==> src/logic/host_pins_defines.svh <==
`ifndef HOST_PINS_DEFINES_SVH
`define HOST_PINS_DEFINES_SVH

// Register offsets (byte addresses, one word each)
`define REG_CTRL        8'h00
`define REG_STATE       8'h04
`define REG_SUPPLY_THR  8'h08
`define REG_RSSI_THR    8'h0C
`define REG_MEAS        8'h10
`define REG_IRQ_STAT    8'h14
`define REG_IRQ_MASK    8'h18
`define REG_EVENT       8'h1C

// Control register fields
`define CTRL_LOW_POWER  0
`define CTRL_CONNECT    1
`define CTRL_SESSION    2
`define CTRL_RADIO_ACT  3
`define CTRL_WAKE_UP    4

// Interrupt status bits
`define IRQ_SHUTDOWN    0
`define IRQ_STANDBY     1
`define IRQ_LOW_SUPPLY  2
`define IRQ_LOW_RSSI    3
`define IRQ_WIDTH       4

// Reset values
`define SUPPLY_THR_RST  8'h00
`define RSSI_THR_RST    8'h00

// Timing: minimum host low pulses and wake settle in microseconds, fast clock in MHz, slow clock divider
`define SHUTDOWN_MIN_US 10000
`define STANDBY_MIN_US  160000
`define WAKE_SETTLE_US  5000
`define FAST_CLK_MHZ    100
`define SLOW_DIV        3125

`endif

==> src/logic/host_pins_pkg.sv <==
package host_pins_pkg;

  typedef enum logic [2:0] {
    ST_POWER_ON,
    ST_STANDBY,
    ST_CONNECTED,
    ST_SESSION,
    ST_SHUTDOWN
  } link_state_t;

  typedef struct packed {
    logic [7:0]  addr;
    logic [31:0] wdata;
    logic        wr;
    logic        rd;
  } bus_req_t;

  typedef struct packed {
    logic status_first;
    logic status_second;
  } status_code_t;

endpackage

==> src/logic/low_pulse_timer.sv <==
`timescale 1ns/1ps
// Times a low level on a host input; fires once when it reaches the minimum.
module low_pulse_timer
  import host_pins_pkg::*;
#(
  parameter int CNT_W = 25
)(
  input  wire logic             clk_sys,  // System clock
  input  wire logic             rst_b,    // Async reset, active low
  input  wire logic             tick,     // Counting enable
  input  wire logic             pin_b,    // Host input, active low
  input  wire logic [CNT_W-1:0] min_cnt,  // Ticks needed
  output logic                  valid     // One-cycle pulse at the minimum
);

  logic [CNT_W-1:0] cnt_r;
  logic             done_r;

  // A release before the minimum clears the count, so short pulses do nothing
  always_ff @(posedge clk_sys or negedge rst_b)
  begin
    if (!rst_b)
    begin
      cnt_r  <= '0;
      done_r <= 1'b0;
    end
    else if (pin_b)
    begin
      cnt_r  <= '0;
      done_r <= 1'b0;
    end
    else if (tick && !done_r)
    begin
      // Reaching rather than equality: the minimum shrinks on a clock switch
      if (cnt_r >= min_cnt - CNT_W'(1))
        done_r <= 1'b1;
      cnt_r <= cnt_r + CNT_W'(1);
    end
  end

  assign valid = tick && !pin_b && !done_r && (cnt_r >= min_cnt - CNT_W'(1));

endmodule // low_pulse_timer

==> src/logic/host_pins.sv <==
`timescale 1ns/1ps
`include "host_pins_defines.svh"

// Functional notes
// RULE1: Low-supply output goes low while supply measure is below software threshold.
// RULE2: Status pair: HH power on, HL standby, LL connected, LH session.
// RULE3: Link-quality output goes low while signal strength is below threshold.
// RULE4: Host holds forced-shutdown input low at least 10 ms.
// RULE5: Valid forced shutdown while connected drops link, enters shutdown.
// RULE6: Host holds pairing-key input low at least 160 ms.
// RULE7: Valid pairing-key request while connected drops link, returns to standby.
// RULE8: Fast clock normally; low-power bit set to 1 selects slow clock.
// RULE9: In low-power mode without wake request the UART is disabled.
// RULE10: Host asserts wake request and waits 5 ms before sending.
// RULE11: Wake request low forces fast clock and UART on.
// RULE12: Radio-activity output asserts while radio transmits or receives.
// RULE13: Host low pulses are timed; too-short pulses change nothing.
module host_pins
  import host_pins_pkg::*;
#(
  parameter int  CNT_W       = 25,
  parameter int  SHUTDOWN_US = `SHUTDOWN_MIN_US,
  parameter int  STANDBY_US  = `STANDBY_MIN_US,
  parameter int  SLOW_DIV    = `SLOW_DIV
)(
  input  wire logic        clk_sys,            // 100 MHz system clock
  input  wire logic        rst_b,              // Async reset, active low
  input  wire logic [7:0]  addr,               // Register byte address
  input  wire logic [31:0] wdata,              // Write data
  input  wire logic        wr,                 // Write strobe
  input  wire logic        rd,                 // Read strobe
  output logic      [31:0] rdata,              // Read data, cycle after rd
  output logic             irq,                // Level interrupt
  input  wire logic [7:0]  supply_level,       // Measured supply code
  input  wire logic [7:0]  rssi_level,         // Measured signal strength code
  input  wire logic        radio_busy,         // Radio transmit or receive active
  input  wire logic        shutdown_req_b,     // Forced shutdown input, active low
  input  wire logic        pairing_key_b,      // Pairing key input, active low
  input  wire logic        wake_req_b,         // Wake request input, active low
  output logic             low_supply_b,       // Low-supply warning, active low
  output logic             status_first,       // Status code first pin
  output logic             status_second,      // Status code second pin
  output logic             link_quality_warning, // Low when signal weak
  output logic             radio_activity_flag,  // High while radio active
  output logic             uart_enable,        // UART operational
  output logic             slow_clk_sel,       // Running on slow clock
  output logic             link_drop           // One-cycle request to drop link
);

  // ==========================================================
  // Tick generation
  // ==========================================================
  // Timers count microseconds on the fast clock; on the slow clock
  // the tick is derived from the slow rate so timing holds in both.
  localparam int US_DIV   = `FAST_CLK_MHZ;
  localparam int SLOW_US  = SLOW_DIV / US_DIV;

  logic [15:0]       div_r;
  logic              us_tick;
  logic [CNT_W-1:0]  shut_min;
  logic [CNT_W-1:0]  stby_min;
  logic              shut_valid;
  logic              stby_valid;
  logic              shut_tick;

  bus_req_t          req;
  link_state_t       state_r;
  logic [`IRQ_WIDTH-1:0] irq_stat_r;
  logic [`IRQ_WIDTH-1:0] irq_mask_r;
  logic [`IRQ_WIDTH-1:0] irq_set;
  logic [7:0]        supply_thr_r;
  logic [7:0]        rssi_thr_r;
  logic              low_power_r;
  logic              conn_req_r;
  logic              sess_req_r;
  logic              wake_up_r;
  logic              low_supply_r;
  logic              low_rssi_r;
  logic              radio_r;
  logic              fast_run;
  logic [1:0]        last_event_r;
  status_code_t      code_nxt;
  status_code_t      code_r;
  logic [31:0]       rdata_nxt;

  assign req = '{addr: addr, wdata: wdata, wr: wr, rd: rd};

  function automatic logic [CNT_W-1:0] us_to_ticks(input int us, input logic slow);
    int t;
    t = slow ? ((us + SLOW_US - 1) / SLOW_US) : us;
    if (t < 1)
      t = 1;
    return CNT_W'(t);
  endfunction

  // Wake request overrides low-power mode
  assign fast_run = !low_power_r || !wake_req_b;            // [RULE8] [RULE11]

  always_ff @(posedge clk_sys or negedge rst_b)
  begin
    if (!rst_b)
      div_r <= '0;
    else if (us_tick)
      div_r <= '0;
    else
      div_r <= div_r + 16'h0001;
  end

  // Compare by reaching, not equality: leaving low power can find the
  // divider above the fast limit, which would otherwise stall until wrap
  assign us_tick = fast_run ? (div_r >= 16'(US_DIV - 1))
                            : (div_r >= 16'(SLOW_DIV - 1));  // [RULE8]

  assign shut_min = us_to_ticks(SHUTDOWN_US, !fast_run);    // [RULE13]
  assign stby_min = us_to_ticks(STANDBY_US, !fast_run);     // [RULE13]
  assign shut_tick = us_tick;

  // ==========================================================
  // Host input timers
  // ==========================================================
  low_pulse_timer #(.CNT_W(CNT_W)) u_shut (
    .clk_sys (clk_sys),
    .rst_b   (rst_b),
    .tick    (shut_tick),
    .pin_b   (shutdown_req_b),
    .min_cnt (shut_min),
    .valid   (shut_valid)                                   // [RULE4] [RULE13]
  );

  low_pulse_timer #(.CNT_W(CNT_W)) u_stby (
    .clk_sys (clk_sys),
    .rst_b   (rst_b),
    .tick    (us_tick),
    .pin_b   (pairing_key_b),
    .min_cnt (stby_min),
    .valid   (stby_valid)                                   // [RULE6] [RULE13]
  );

  // ==========================================================
  // Link state
  // ==========================================================
  always_ff @(posedge clk_sys or negedge rst_b)
  begin
    if (!rst_b)
      state_r <= ST_POWER_ON;
    else
    begin
      case (state_r)
        ST_POWER_ON:
          state_r <= ST_STANDBY;
        ST_STANDBY:
          if (conn_req_r)
            state_r <= ST_CONNECTED;
        ST_CONNECTED, ST_SESSION:
          if (shut_valid)
            state_r <= ST_SHUTDOWN;                         // [RULE5]
          else if (stby_valid)
            state_r <= ST_STANDBY;                          // [RULE7]
          else if (!conn_req_r)
            state_r <= ST_STANDBY;
          else if (sess_req_r)
            state_r <= ST_SESSION;
          else
            state_r <= ST_CONNECTED;
        ST_SHUTDOWN:
          if (wake_up_r)
            state_r <= ST_POWER_ON;
        default:
          state_r <= ST_POWER_ON;
      endcase
    end
  end

  // Drop request fires only when a peer is really connected
  always_ff @(posedge clk_sys or negedge rst_b)
  begin
    if (!rst_b)
      link_drop <= 1'b0;
    else
      link_drop <= (state_r == ST_CONNECTED || state_r == ST_SESSION)
                   && (shut_valid || stby_valid);           // [RULE5] [RULE7]
  end

  always_comb
  begin
    case (state_r)
      ST_STANDBY:   code_nxt = '{status_first: 1'b1, status_second: 1'b0};
      ST_CONNECTED: code_nxt = '{status_first: 1'b0, status_second: 1'b0};
      ST_SESSION:   code_nxt = '{status_first: 1'b0, status_second: 1'b1};
      default:      code_nxt = '{status_first: 1'b1, status_second: 1'b1};
    endcase
  end

  always_ff @(posedge clk_sys or negedge rst_b)
  begin
    if (!rst_b)
      code_r <= '{status_first: 1'b1, status_second: 1'b1};
    else
      code_r <= code_nxt;                                   // [RULE2]
  end

  assign status_first  = code_r.status_first;
  assign status_second = code_r.status_second;

  // ==========================================================
  // Indications
  // ==========================================================
  always_ff @(posedge clk_sys or negedge rst_b)
  begin
    if (!rst_b)
    begin
      low_supply_r <= 1'b0;
      low_rssi_r   <= 1'b0;
      radio_r      <= 1'b0;
    end
    else
    begin
      low_supply_r <= supply_level < supply_thr_r;          // [RULE1]
      low_rssi_r   <= rssi_level < rssi_thr_r;              // [RULE3]
      radio_r      <= radio_busy;                           // [RULE12]
    end
  end

  assign low_supply_b         = !low_supply_r;
  assign link_quality_warning = !low_rssi_r;
  assign radio_activity_flag  = radio_r;

  // UART stays off in low power unless woken
  always_ff @(posedge clk_sys or negedge rst_b)
  begin
    if (!rst_b)
    begin
      uart_enable  <= 1'b1;
      slow_clk_sel <= 1'b0;
    end
    else
    begin
      uart_enable  <= fast_run;                             // [RULE9] [RULE11]
      slow_clk_sel <= !fast_run;                            // [RULE8]
    end
  end

  // ==========================================================
  // Interrupts
  // ==========================================================
  always_comb
  begin
    irq_set = '0;
    irq_set[`IRQ_SHUTDOWN]   = shut_valid;
    irq_set[`IRQ_STANDBY]    = stby_valid;
    irq_set[`IRQ_LOW_SUPPLY] = (supply_level < supply_thr_r) && !low_supply_r;
    irq_set[`IRQ_LOW_RSSI]   = (rssi_level < rssi_thr_r) && !low_rssi_r;
  end

  // Set wins over a write-one clear in the same cycle
  always_ff @(posedge clk_sys or negedge rst_b)
  begin
    if (!rst_b)
      irq_stat_r <= '0;
    else if (req.wr && req.addr == `REG_IRQ_STAT)
      irq_stat_r <= (irq_stat_r & ~req.wdata[`IRQ_WIDTH-1:0]) | irq_set;
    else
      irq_stat_r <= irq_stat_r | irq_set;
  end

  assign irq = |(irq_stat_r & irq_mask_r);

  always_ff @(posedge clk_sys or negedge rst_b)
  begin
    if (!rst_b)
      last_event_r <= 2'h0;
    else if (shut_valid)
      last_event_r <= 2'h1;
    else if (stby_valid)
      last_event_r <= 2'h2;
  end

  // ==========================================================
  // Register writes
  // ==========================================================
  always_ff @(posedge clk_sys or negedge rst_b)
  begin
    if (!rst_b)
    begin
      low_power_r  <= 1'b0;
      conn_req_r   <= 1'b0;
      sess_req_r   <= 1'b0;
      wake_up_r    <= 1'b0;
      supply_thr_r <= `SUPPLY_THR_RST;
      rssi_thr_r   <= `RSSI_THR_RST;
      irq_mask_r   <= '0;
    end
    else
    begin
      wake_up_r <= 1'b0;
      // A forced drop also withdraws the connection request
      if (shut_valid || stby_valid)
      begin
        conn_req_r <= 1'b0;
        sess_req_r <= 1'b0;
      end
      if (req.wr)
      begin
        if (req.addr == `REG_CTRL)
        begin
          low_power_r <= req.wdata[`CTRL_LOW_POWER];        // [RULE8]
          conn_req_r  <= req.wdata[`CTRL_CONNECT];
          sess_req_r  <= req.wdata[`CTRL_SESSION];
          wake_up_r   <= req.wdata[`CTRL_WAKE_UP];
        end
        else if (req.addr == `REG_SUPPLY_THR)
          supply_thr_r <= req.wdata[7:0];                   // [RULE1]
        else if (req.addr == `REG_RSSI_THR)
          rssi_thr_r <= req.wdata[7:0];                     // [RULE3]
        else if (req.addr == `REG_IRQ_MASK)
          irq_mask_r <= req.wdata[`IRQ_WIDTH-1:0];
      end
    end
  end

  // ==========================================================
  // Register reads
  // ==========================================================
  always_comb
  begin
    rdata_nxt = 32'h0000_0000;
    if (req.addr == `REG_CTRL)
      rdata_nxt = {27'h0, 1'b0, radio_r, sess_req_r, conn_req_r, low_power_r};
    else if (req.addr == `REG_STATE)
      rdata_nxt = {25'h0, fast_run, code_r.status_first, code_r.status_second,
                   1'b0, state_r};
    else if (req.addr == `REG_SUPPLY_THR)
      rdata_nxt = {24'h0, supply_thr_r};
    else if (req.addr == `REG_RSSI_THR)
      rdata_nxt = {24'h0, rssi_thr_r};
    else if (req.addr == `REG_MEAS)
      rdata_nxt = {14'h0, low_rssi_r, low_supply_r, rssi_level, supply_level};
    else if (req.addr == `REG_IRQ_STAT)
      rdata_nxt = {28'h0, irq_stat_r};
    else if (req.addr == `REG_IRQ_MASK)
      rdata_nxt = {28'h0, irq_mask_r};
    else if (req.addr == `REG_EVENT)
      rdata_nxt = {30'h0, last_event_r};
  end

  always_ff @(posedge clk_sys or negedge rst_b)
  begin
    if (!rst_b)
      rdata <= 32'h0000_0000;
    else if (req.rd)
      rdata <= rdata_nxt;
    else
      rdata <= 32'h0000_0000;
  end

endmodule // host_pins

==> config.mk <==
export PLATFORM = sky130hd
export DESIGN_NAME = host_pins
export DESIGN_NICKNAME = d
export VERILOG_FILES = /design/src/logic/host_pins_pkg.sv /design/src/logic/low_pulse_timer.sv /design/src/logic/host_pins.sv
export VERILOG_INCLUDE_DIRS = /design/src /design/src/logic
export SDC_FILE = /design/constraint.sdc
export NUM_CORES = 1
export LEC_CHECK = 0
export ABC_AREA = 0
export BUFFER_PORTS_ARGS = -buffer_cell sky130_fd_sc_hd__clkbuf_2
export CORE_MARGIN = 2
export CORE_UTILIZATION = 45
export DETAILED_ROUTE_END_ITERATION = 12
export PLACE_DENSITY_LB_ADDON = 0.1
export SLEW_MARGIN = 30
export SYNTH_ARGS = -nofsm -noshare
export SYNTH_HDL_FRONTEND = slang
export SYNTH_HIERARCHICAL = 1
export SYNTH_SLANG_ARGS = --single-unit
export TNS_END_PERCENT = 50
==> constraint.sdc <==
create_clock -name clk_sys -period 5.2 [get_ports clk_sys]
set_input_delay 1.3 -clock clk_sys [delete_from_list [all_inputs] [get_ports clk_sys]]
set_output_delay 1.3 -clock clk_sys [all_outputs]
set_load 0.05 [all_outputs]
# --- Yosys cells after proc, flatten, opt, wreduce, memory -nomap -nowiden ---
# Index checks and enable logic that the tools add are counted.
totals:
  register_bits: 141
  out_inout_bits: 41
classes:
  add_sub_neg: 5
  magnitude_cmp: 8
  eq_ne: 13
  muxes: 44
  bitwise_logic: 8
  reduce_logical: 40
ops:
  columns: ["cell", "n"]
  rows:
  - ["two-way mux 18 bit", 7]
  - ["two-way mux 25 bit", 4]
  - ["adder 25 x 1 -> 25 bit (second input constant)", 2]
  - [">= comparator 25 bit", 2]
  - ["equality test 8 x 5 -> 1 bit (second input constant)", 4]
  - ["two-way mux 32 bit", 1]
  - ["two-way mux 14 bit", 2]
  - ["subtractor 18 x 1 -> 19 bit (second input constant)", 1]
  - ["< comparator 18 x 1 -> 1 bit (second input constant)", 1]
  - ["adder 16 x 1 -> 16 bit (second input constant)", 1]
  - ["equality test 8 x 4 -> 1 bit (second input constant)", 2]
  - [">= comparator 16 x 12 -> 1 bit (second input constant)", 1]
  - [">= comparator 16 x 7 -> 1 bit (second input constant)", 1]
  - ["< comparator 8 bit", 2]
  - ["two-way mux 1 bit", 16]
  - ["two-way mux 16 bit", 1]
  - ["subtractor 14 x 1 -> 15 bit (second input constant)", 1]
  - ["< comparator 14 x 1 -> 1 bit (second input constant)", 1]
  - ["logical AND 1 bit", 12]
  - ["two-way mux 4 bit", 3]
  - ["one-hot mux 3 bit (4 select lines)", 1]
  - ["two-way mux 2 bit", 5]
  - ["nonzero test 2 bit", 5]
  - ["logical NOT 1 bit", 9]
  - ["20 further kinds", 33]

# --- Depth between registers and ports, before layout ---
logic_depth:
  depth_word: 12
  ltp_mapped: 19
  ltp_nobuf: 18

# --- Cells and area by module ---
# The synthesis kept the hierarchy.
modules_own_cells:
  columns: ["mod", "instances", "cells_each", "area_each_um2", "seq_area_each_um2"]
  rows:
  - ["host_pins", 1, 365, 3849.9, 1880.6]
  - ["low_pulse_timer (u_shut)", 1, 255, 2235.9, 650.6]
  - ["low_pulse_timer (u_stby)", 1, 255, 2230.9, 650.6]

# --- Least setup slack after synthesis ---
# Ideal clock, no wire load.
synth_timing:
  path_kind: "input to register"
  start: "input wake_req_b"
  end: "register state_r[0]"
  t_arrival_ns: 5.569
  path_slack_ns: -0.473
  path_stages: 14
  n_path_buf: 0
  path_cell_list: "nand2_1 -> inv_1 -> nor3_1 -> nand3_1 -> nor3_1 -> xnor2_1 -> ha_1 -> nand4_1 -> nor4_1 -> a32o_1 -> a2111oi_0 -> a2111oi_0 -> o22ai_1 -> a221oi_1"
synth_between:
  word_cells_on_any_way: 22
  cone_classes: "add/sub: 2; order compare: 4; mux: 8; reduce/logical: 8"
synth_lines:
  columns: ["element", "line_no", "source"]
  rows:
  - ["start: declaration", "host_pins.sv:39", "input wire logic wake_req_b,"]
  - ["logical NOT 1 bit (*)", "host_pins.sv:97", "assign fast_run = !low_power_r || !wake_req_b;"]
  - ["logical OR 1 bit (*)", "host_pins.sv:97", null]
  - ["two-way mux 14 bit (*)", "host_pins.sv:90", "t = slow ? ((us + SLOW_US - 1) / SLOW_US) : us;"]
  - ["< comparator 14 x 1 -> 1 bit", "host_pins.sv:91", "if (t < 1)"]
  - ["two-way mux 14 bit (*)", "host_pins.sv:91", null]
  - ["via shut_min[0]", "host_pins.sv:60", "logic [CNT_W-1:0] shut_min;"]
  - ["subtractor 14 x 1 -> 15 bit (*)", "low_pulse_timer.sv:41", "assign valid = tick && !pin_b && !done_r && (cnt_r >= min_cnt - CNT_W'(1));"]
  - [">= comparator 25 bit (*)", "low_pulse_timer.sv:41", null]
  - ["logical AND 1 bit (*)", "low_pulse_timer.sv:41", null]
  - ["two-way mux 3 bit (*)", "host_pins.sv:155", "if (shut_valid)"]
  - ["one-hot mux 3 bit (4 select lines) (*)", "host_pins.sv:148", "case (state_r)"]
  - ["end signal: assignment", "host_pins.sv:150", "state_r <= ST_STANDBY;"]
  - ["end signal: assignment", "host_pins.sv:156", "state_r <= ST_SHUTDOWN;"]
  - ["end signal: assignment", "host_pins.sv:158", "state_r <= ST_STANDBY;"]
  - ["end: declaration", "host_pins.sv:67", "link_state_t state_r;"]
# The timed path passes the listed nets; every way through them passes the cells marked *.
# A chain may end at the register's enable or synchronous reset.

# --- Worst setup path after layout ---
layout_timing:
  start: "input wake_req_b"
  end: "register state_r[0]"
layout_between:
  word_cells_on_any_way: 22
  cone_classes: "add/sub: 2; order compare: 4; mux: 8; reduce/logical: 8"
layout_lines:
  columns: ["element", "line_no", "source"]
  rows:
  - ["logical NOT 1 bit (*)", "host_pins.sv:97", null]
  - ["logical OR 1 bit (*)", "host_pins.sv:97", null]
  - ["via fast_run", "host_pins.sv:80", "logic fast_run;"]
  - ["two-way mux 14 bit (*)", "host_pins.sv:90", null]
  - ["< comparator 14 x 1 -> 1 bit", "host_pins.sv:91", null]
  - ["two-way mux 14 bit (*)", "host_pins.sv:91", null]
  - ["via shut_min[0]", "host_pins.sv:60", null]
  - ["subtractor 14 x 1 -> 15 bit (*)", "low_pulse_timer.sv:41", null]
  - [">= comparator 25 bit (*)", "low_pulse_timer.sv:41", null]
  - ["logical AND 1 bit (*)", "low_pulse_timer.sv:41", null]
  - ["two-way mux 3 bit (*)", "host_pins.sv:155", null]
  - ["one-hot mux 3 bit (4 select lines) (*)", "host_pins.sv:148", null]
# Marks and branches as above.

==> flow_summary_export.csv <==
group,metric,value,unit
critical_path,worstSetupStartpoint,"wake_req_b",
placement,preCtsSetupSlack,69.7,ps
global_routing,grt_pass1_wl,31600,um
critical_path,crit_fanout,12,
sta,finalCriticalPeriod,4690,ps
sta,rsz0062_at_grt,"no",
critical_path,r2r_end,"state_r[0]",
synthesis,synthArstFlopShare,1.00,
cts,cts_tree,"built",
sta,final_hold_viol_count,0,
cts,clk_pin_slew,50,ps
sta,whs,483,ps
placement,dp_cells,1265,
sta,fin_ws,513,ps
sta,skew,8.06,ps
layout,stdcell_count,1297,
layout,fin_util,0.547,
sta,slew_violations,0,
cts,htree_levels,4,
critical_path,path_buf_inv,6,
floorplan,dieArea,19600,um^2
synthesis,synth_top_flop_cell,"dfrtp_1",
critical_path,r2r-start,"low_power_r",
critical_path,crit_end,"state_r[0]",
placement,placed_area,9270,um^2
critical_path,worstPathRequired,5510,ps
synthesis,synth.distinct_cells,64,
job,drv_cap,0,
floorplan,start_util,0.461,
route,vias_per_cell,5.10,
global_routing,grt_usage,0.200,
floorplan,core,18000,um^2
cts,post_cts_buffers,0,
route,drtAntennaViolNets,0,
global_routing,grt_max_degree,95,
floorplan,dieHeight,140,um
pwr,peakVddDrop,228,uV
floorplan,die-width,140,um
cts,cts_inserted_buffers,17,
layout,antennaDiodeCount,0,
critical_path,cpPeakStageDelay,530,ps
status,status,"completed",
synthesis,avgSynthCellArea,9.50,um^2
layout,drive_gt1_frac,0.132,
critical_path,crit_chain,"clkbuf_2 -> nand2_2 -> inv_1 -> buf_4 -> inv_1 -> ha_1 -> nand3_1 -> nor4_1 -> xnor2_1 -> ha_1 -> nand4_1 -> nor4_1 -> a32o_1 -> a2111oi_0 -> buf_4 -> a2111oi_1 -> buf_4 -> o22ai_1 -> a221oi_1",
cts,postCtsResizedCells,0,
critical_path,r2r_cells,18,
layout,nets,1189,
placement,hpwl,13600,um
sta,fin_crit_sh,0.901,
pwr,p_leak,4.56,nW
pwr,power.total,2.46,mW
layout,fill_cells,1668,
min_path,hold_class,"reg -> reg",
global_routing,grt_pass1_vias,6286,
global_routing,grt_overflow_total,0,
synthesis,syn_inst,875,
route,dr.pass1.iters,5,
critical_path,worst-endpoint-arrival,5000,ps
pwr,power_density,250,nW/um^2
critical_path,crit_path_start_kind,"input port",
synthesis,yosysWarnings,6,
placement,place_congestion,0.814,
synthesis,yosysSeqAreaShare,0.383,
critical_path,crit_slowest_cell,"a2111oi_1",
floorplan,ios,105,
route,drt_iter0_markers,444,
layout,stdcell_area,9860,um^2
synthesis,synth-edff-count,0,
cts,clk_latency,420,ps
cts,clkSinkCount,127,
critical_path,cp.depth,19,
route,wl_per_cell,14.5,um
synthesis,synth_seq_cells,127,
cts,ctsLongestPathBuffers,2,
critical_path,path_common_cell,"buf_4",
route,routed_wl,18800,um
sta,max_freq,213,MHz
route,vias,6610,
cts,cts.hold.buffers_added,0,
critical_path,endpoint_kind,"flip-flop",
cts,clockRootBuffer,"clkbuf_16",
global_routing,antenna_found_initial,0,
critical_path,critical_path.top_delay_family,"compound AO/OA/AOI/OAI gates",
sta,relSlewSlack,0.497,
synthesis,syn_area,8320,um^2
layout,synthToLayoutAreaGrowth,18.5,%
route,drc_errors,0,
critical_path,critPathKind,"in -> reg",
critical_path,reg2reg_slack,1070,ps
sta,tightestPinTransition,745,ps
sta,tns,0,ps
floorplan,rows,49,
placement,io_buffers,66,
sta,setup_viol,0,
## metal layers
metal | routed length, um | vias up | global-route usage
li1 | - | 3388 | -
met1 | 9250 | 3079 | 0.289
met2 | 8620 | 121 | 0.306
met3 | 746 | 22 | 0.0444
met4 | 172 | 0 | 0.0521
met5 | 0 | - | 0
## logic make-up after synthesis
kind of cell | synth area share
AO/OA/AOI/OAI | 0.102
XOR/XNOR | 0.0990
adder cells (fa/ha/maj) | 0.105
buffers and inverters | 0.0424
flip-flops | 0.383
multiplexers | 0.0427
other | 0.000903
AND/OR/NAND/NOR | 0.225
## how the worst min path moves through the flow
stage                         start               to  slack [ps]  cells after the start
floorplan           last_event_r[0]  last_event_r[0]         450                      1
global placement      rssi_thr_r[3]    rssi_thr_r[3]         470                      2
detailed placement    rssi_thr_r[3]    rssi_thr_r[3]         480                      2
CTS                   rssi_thr_r[3]    rssi_thr_r[3]         490                      2
global route        last_event_r[0]  last_event_r[0]         510                      1
finish                rssi_thr_r[3]    rssi_thr_r[3]         480                      2
## sequential cells by signal (all words and copies together), names as in the netlist, 2 cells and up
| register | flops |
|---|---|
| irq_stat_r | 4 |
| u_shut/cnt_r | 25 |
| rssi_thr_r | 8 |
| rdata | 18 |
| irq_mask_r | 4 |
| u_stby/cnt_r | 25 |
| supply_thr_r | 8 |
| last_event_r | 2 |
| state_r | 3 |
| div_r | 16 |
## cell usage in the layout (no fill, tap or decap), drive strengths merged, types with 8 or more instances in the layout
cell and instances:
inv 34, or3 11, a21o 11, nor3 44, conb 123, and4 8, mux2i 13, xnor2 47
nand4 30, dfrtp 124, clkbuf 93, nand3 26, nand2b 10, nand2 64, nor4 19, mux2 20
o21ai 31, and2 14, and3 12, buf 13, a21oi 34, nor2 81, xor2 47, ha 70
## cells in the mapped netlist (3+ instances only)
| master | count | share of area |
|---|---|---|
| and3_1 | 12 | 0.0090 |
| mux2_2 | 19 | 0.026 |
| nand3b_1 | 6 | 0.0054 |
| or3_1 | 9 | 0.0068 |
| buf_1 | 4 | 0.0018 |
| o31a_1 | 3 | 0.0032 |
| xnor2_1 | 47 | 0.049 |
| buf_2 | 6 | 0.0036 |
| nor3_1 | 43 | 0.026 |
| nor2_1 | 81 | 0.037 |
| inv_1 | 34 | 0.015 |
| a21o_1 | 11 | 0.0099 |
| nand4_1 | 30 | 0.023 |
| a31oi_1 | 4 | 0.0030 |
| mux2i_1 | 13 | 0.016 |
| clkbuf_1 | 12 | 0.0054 |
| nand2_1 | 64 | 0.029 |
| a21oi_1 | 34 | 0.020 |
| a22oi_1 | 7 | 0.0063 |
| o22ai_1 | 5 | 0.0038 |
| o21ai_0 | 31 | 0.019 |
| or4_1 | 3 | 0.0027 |
| buf_4 | 15 | 0.014 |
| o41ai_1 | 4 | 0.0042 |
| a2111oi_0 | 3 | 0.0032 |
| and4_1 | 8 | 0.0084 |
| nand2b_1 | 10 | 0.0075 |
| a221oi_1 | 6 | 0.0063 |
| xor2_1 | 47 | 0.049 |
| and2_1 | 14 | 0.011 |
| dfstp_2 | 3 | 0.0095 |
| nor4b_1 | 4 | 0.0042 |
| nor4_1 | 16 | 0.012 |
| a211oi_1 | 5 | 0.0045 |
| nand3_1 | 26 | 0.016 |
| dfrtp_1 | 124 | 0.37 |
| ha_1 | 70 | 0.11 |
## tightest hold or removal path: stages, from the launching register on
cell and delay [ps]:
dfrtp_1 340, nand2_1 50, o21ai_0 60
## report_power, final
part	internal, mW	switching (mW)	leakage (nW)
Sequential	1.01	0.0196	1.72
Combinational	0.0838	0.168	2.55
Clock	0.757	0.423	0.282
## cell type report
cell class | count | area (um^2) | share of cell area
Tap cell | 229 | 287 | 0.0291
Timing Repair Buffer | 79 | 437 | 0.0443
Inverter | 34 | 128 | 0.0129
Clock inverter | 5 | 81.3 | 0.00825
Clock buffer | 27 | 503 | 0.0510
Sequential cell | 127 | 3180 | 0.323
Multi-Input combinational cell | 796 | 5240 | 0.532
(Power assumes the default switching activity.)
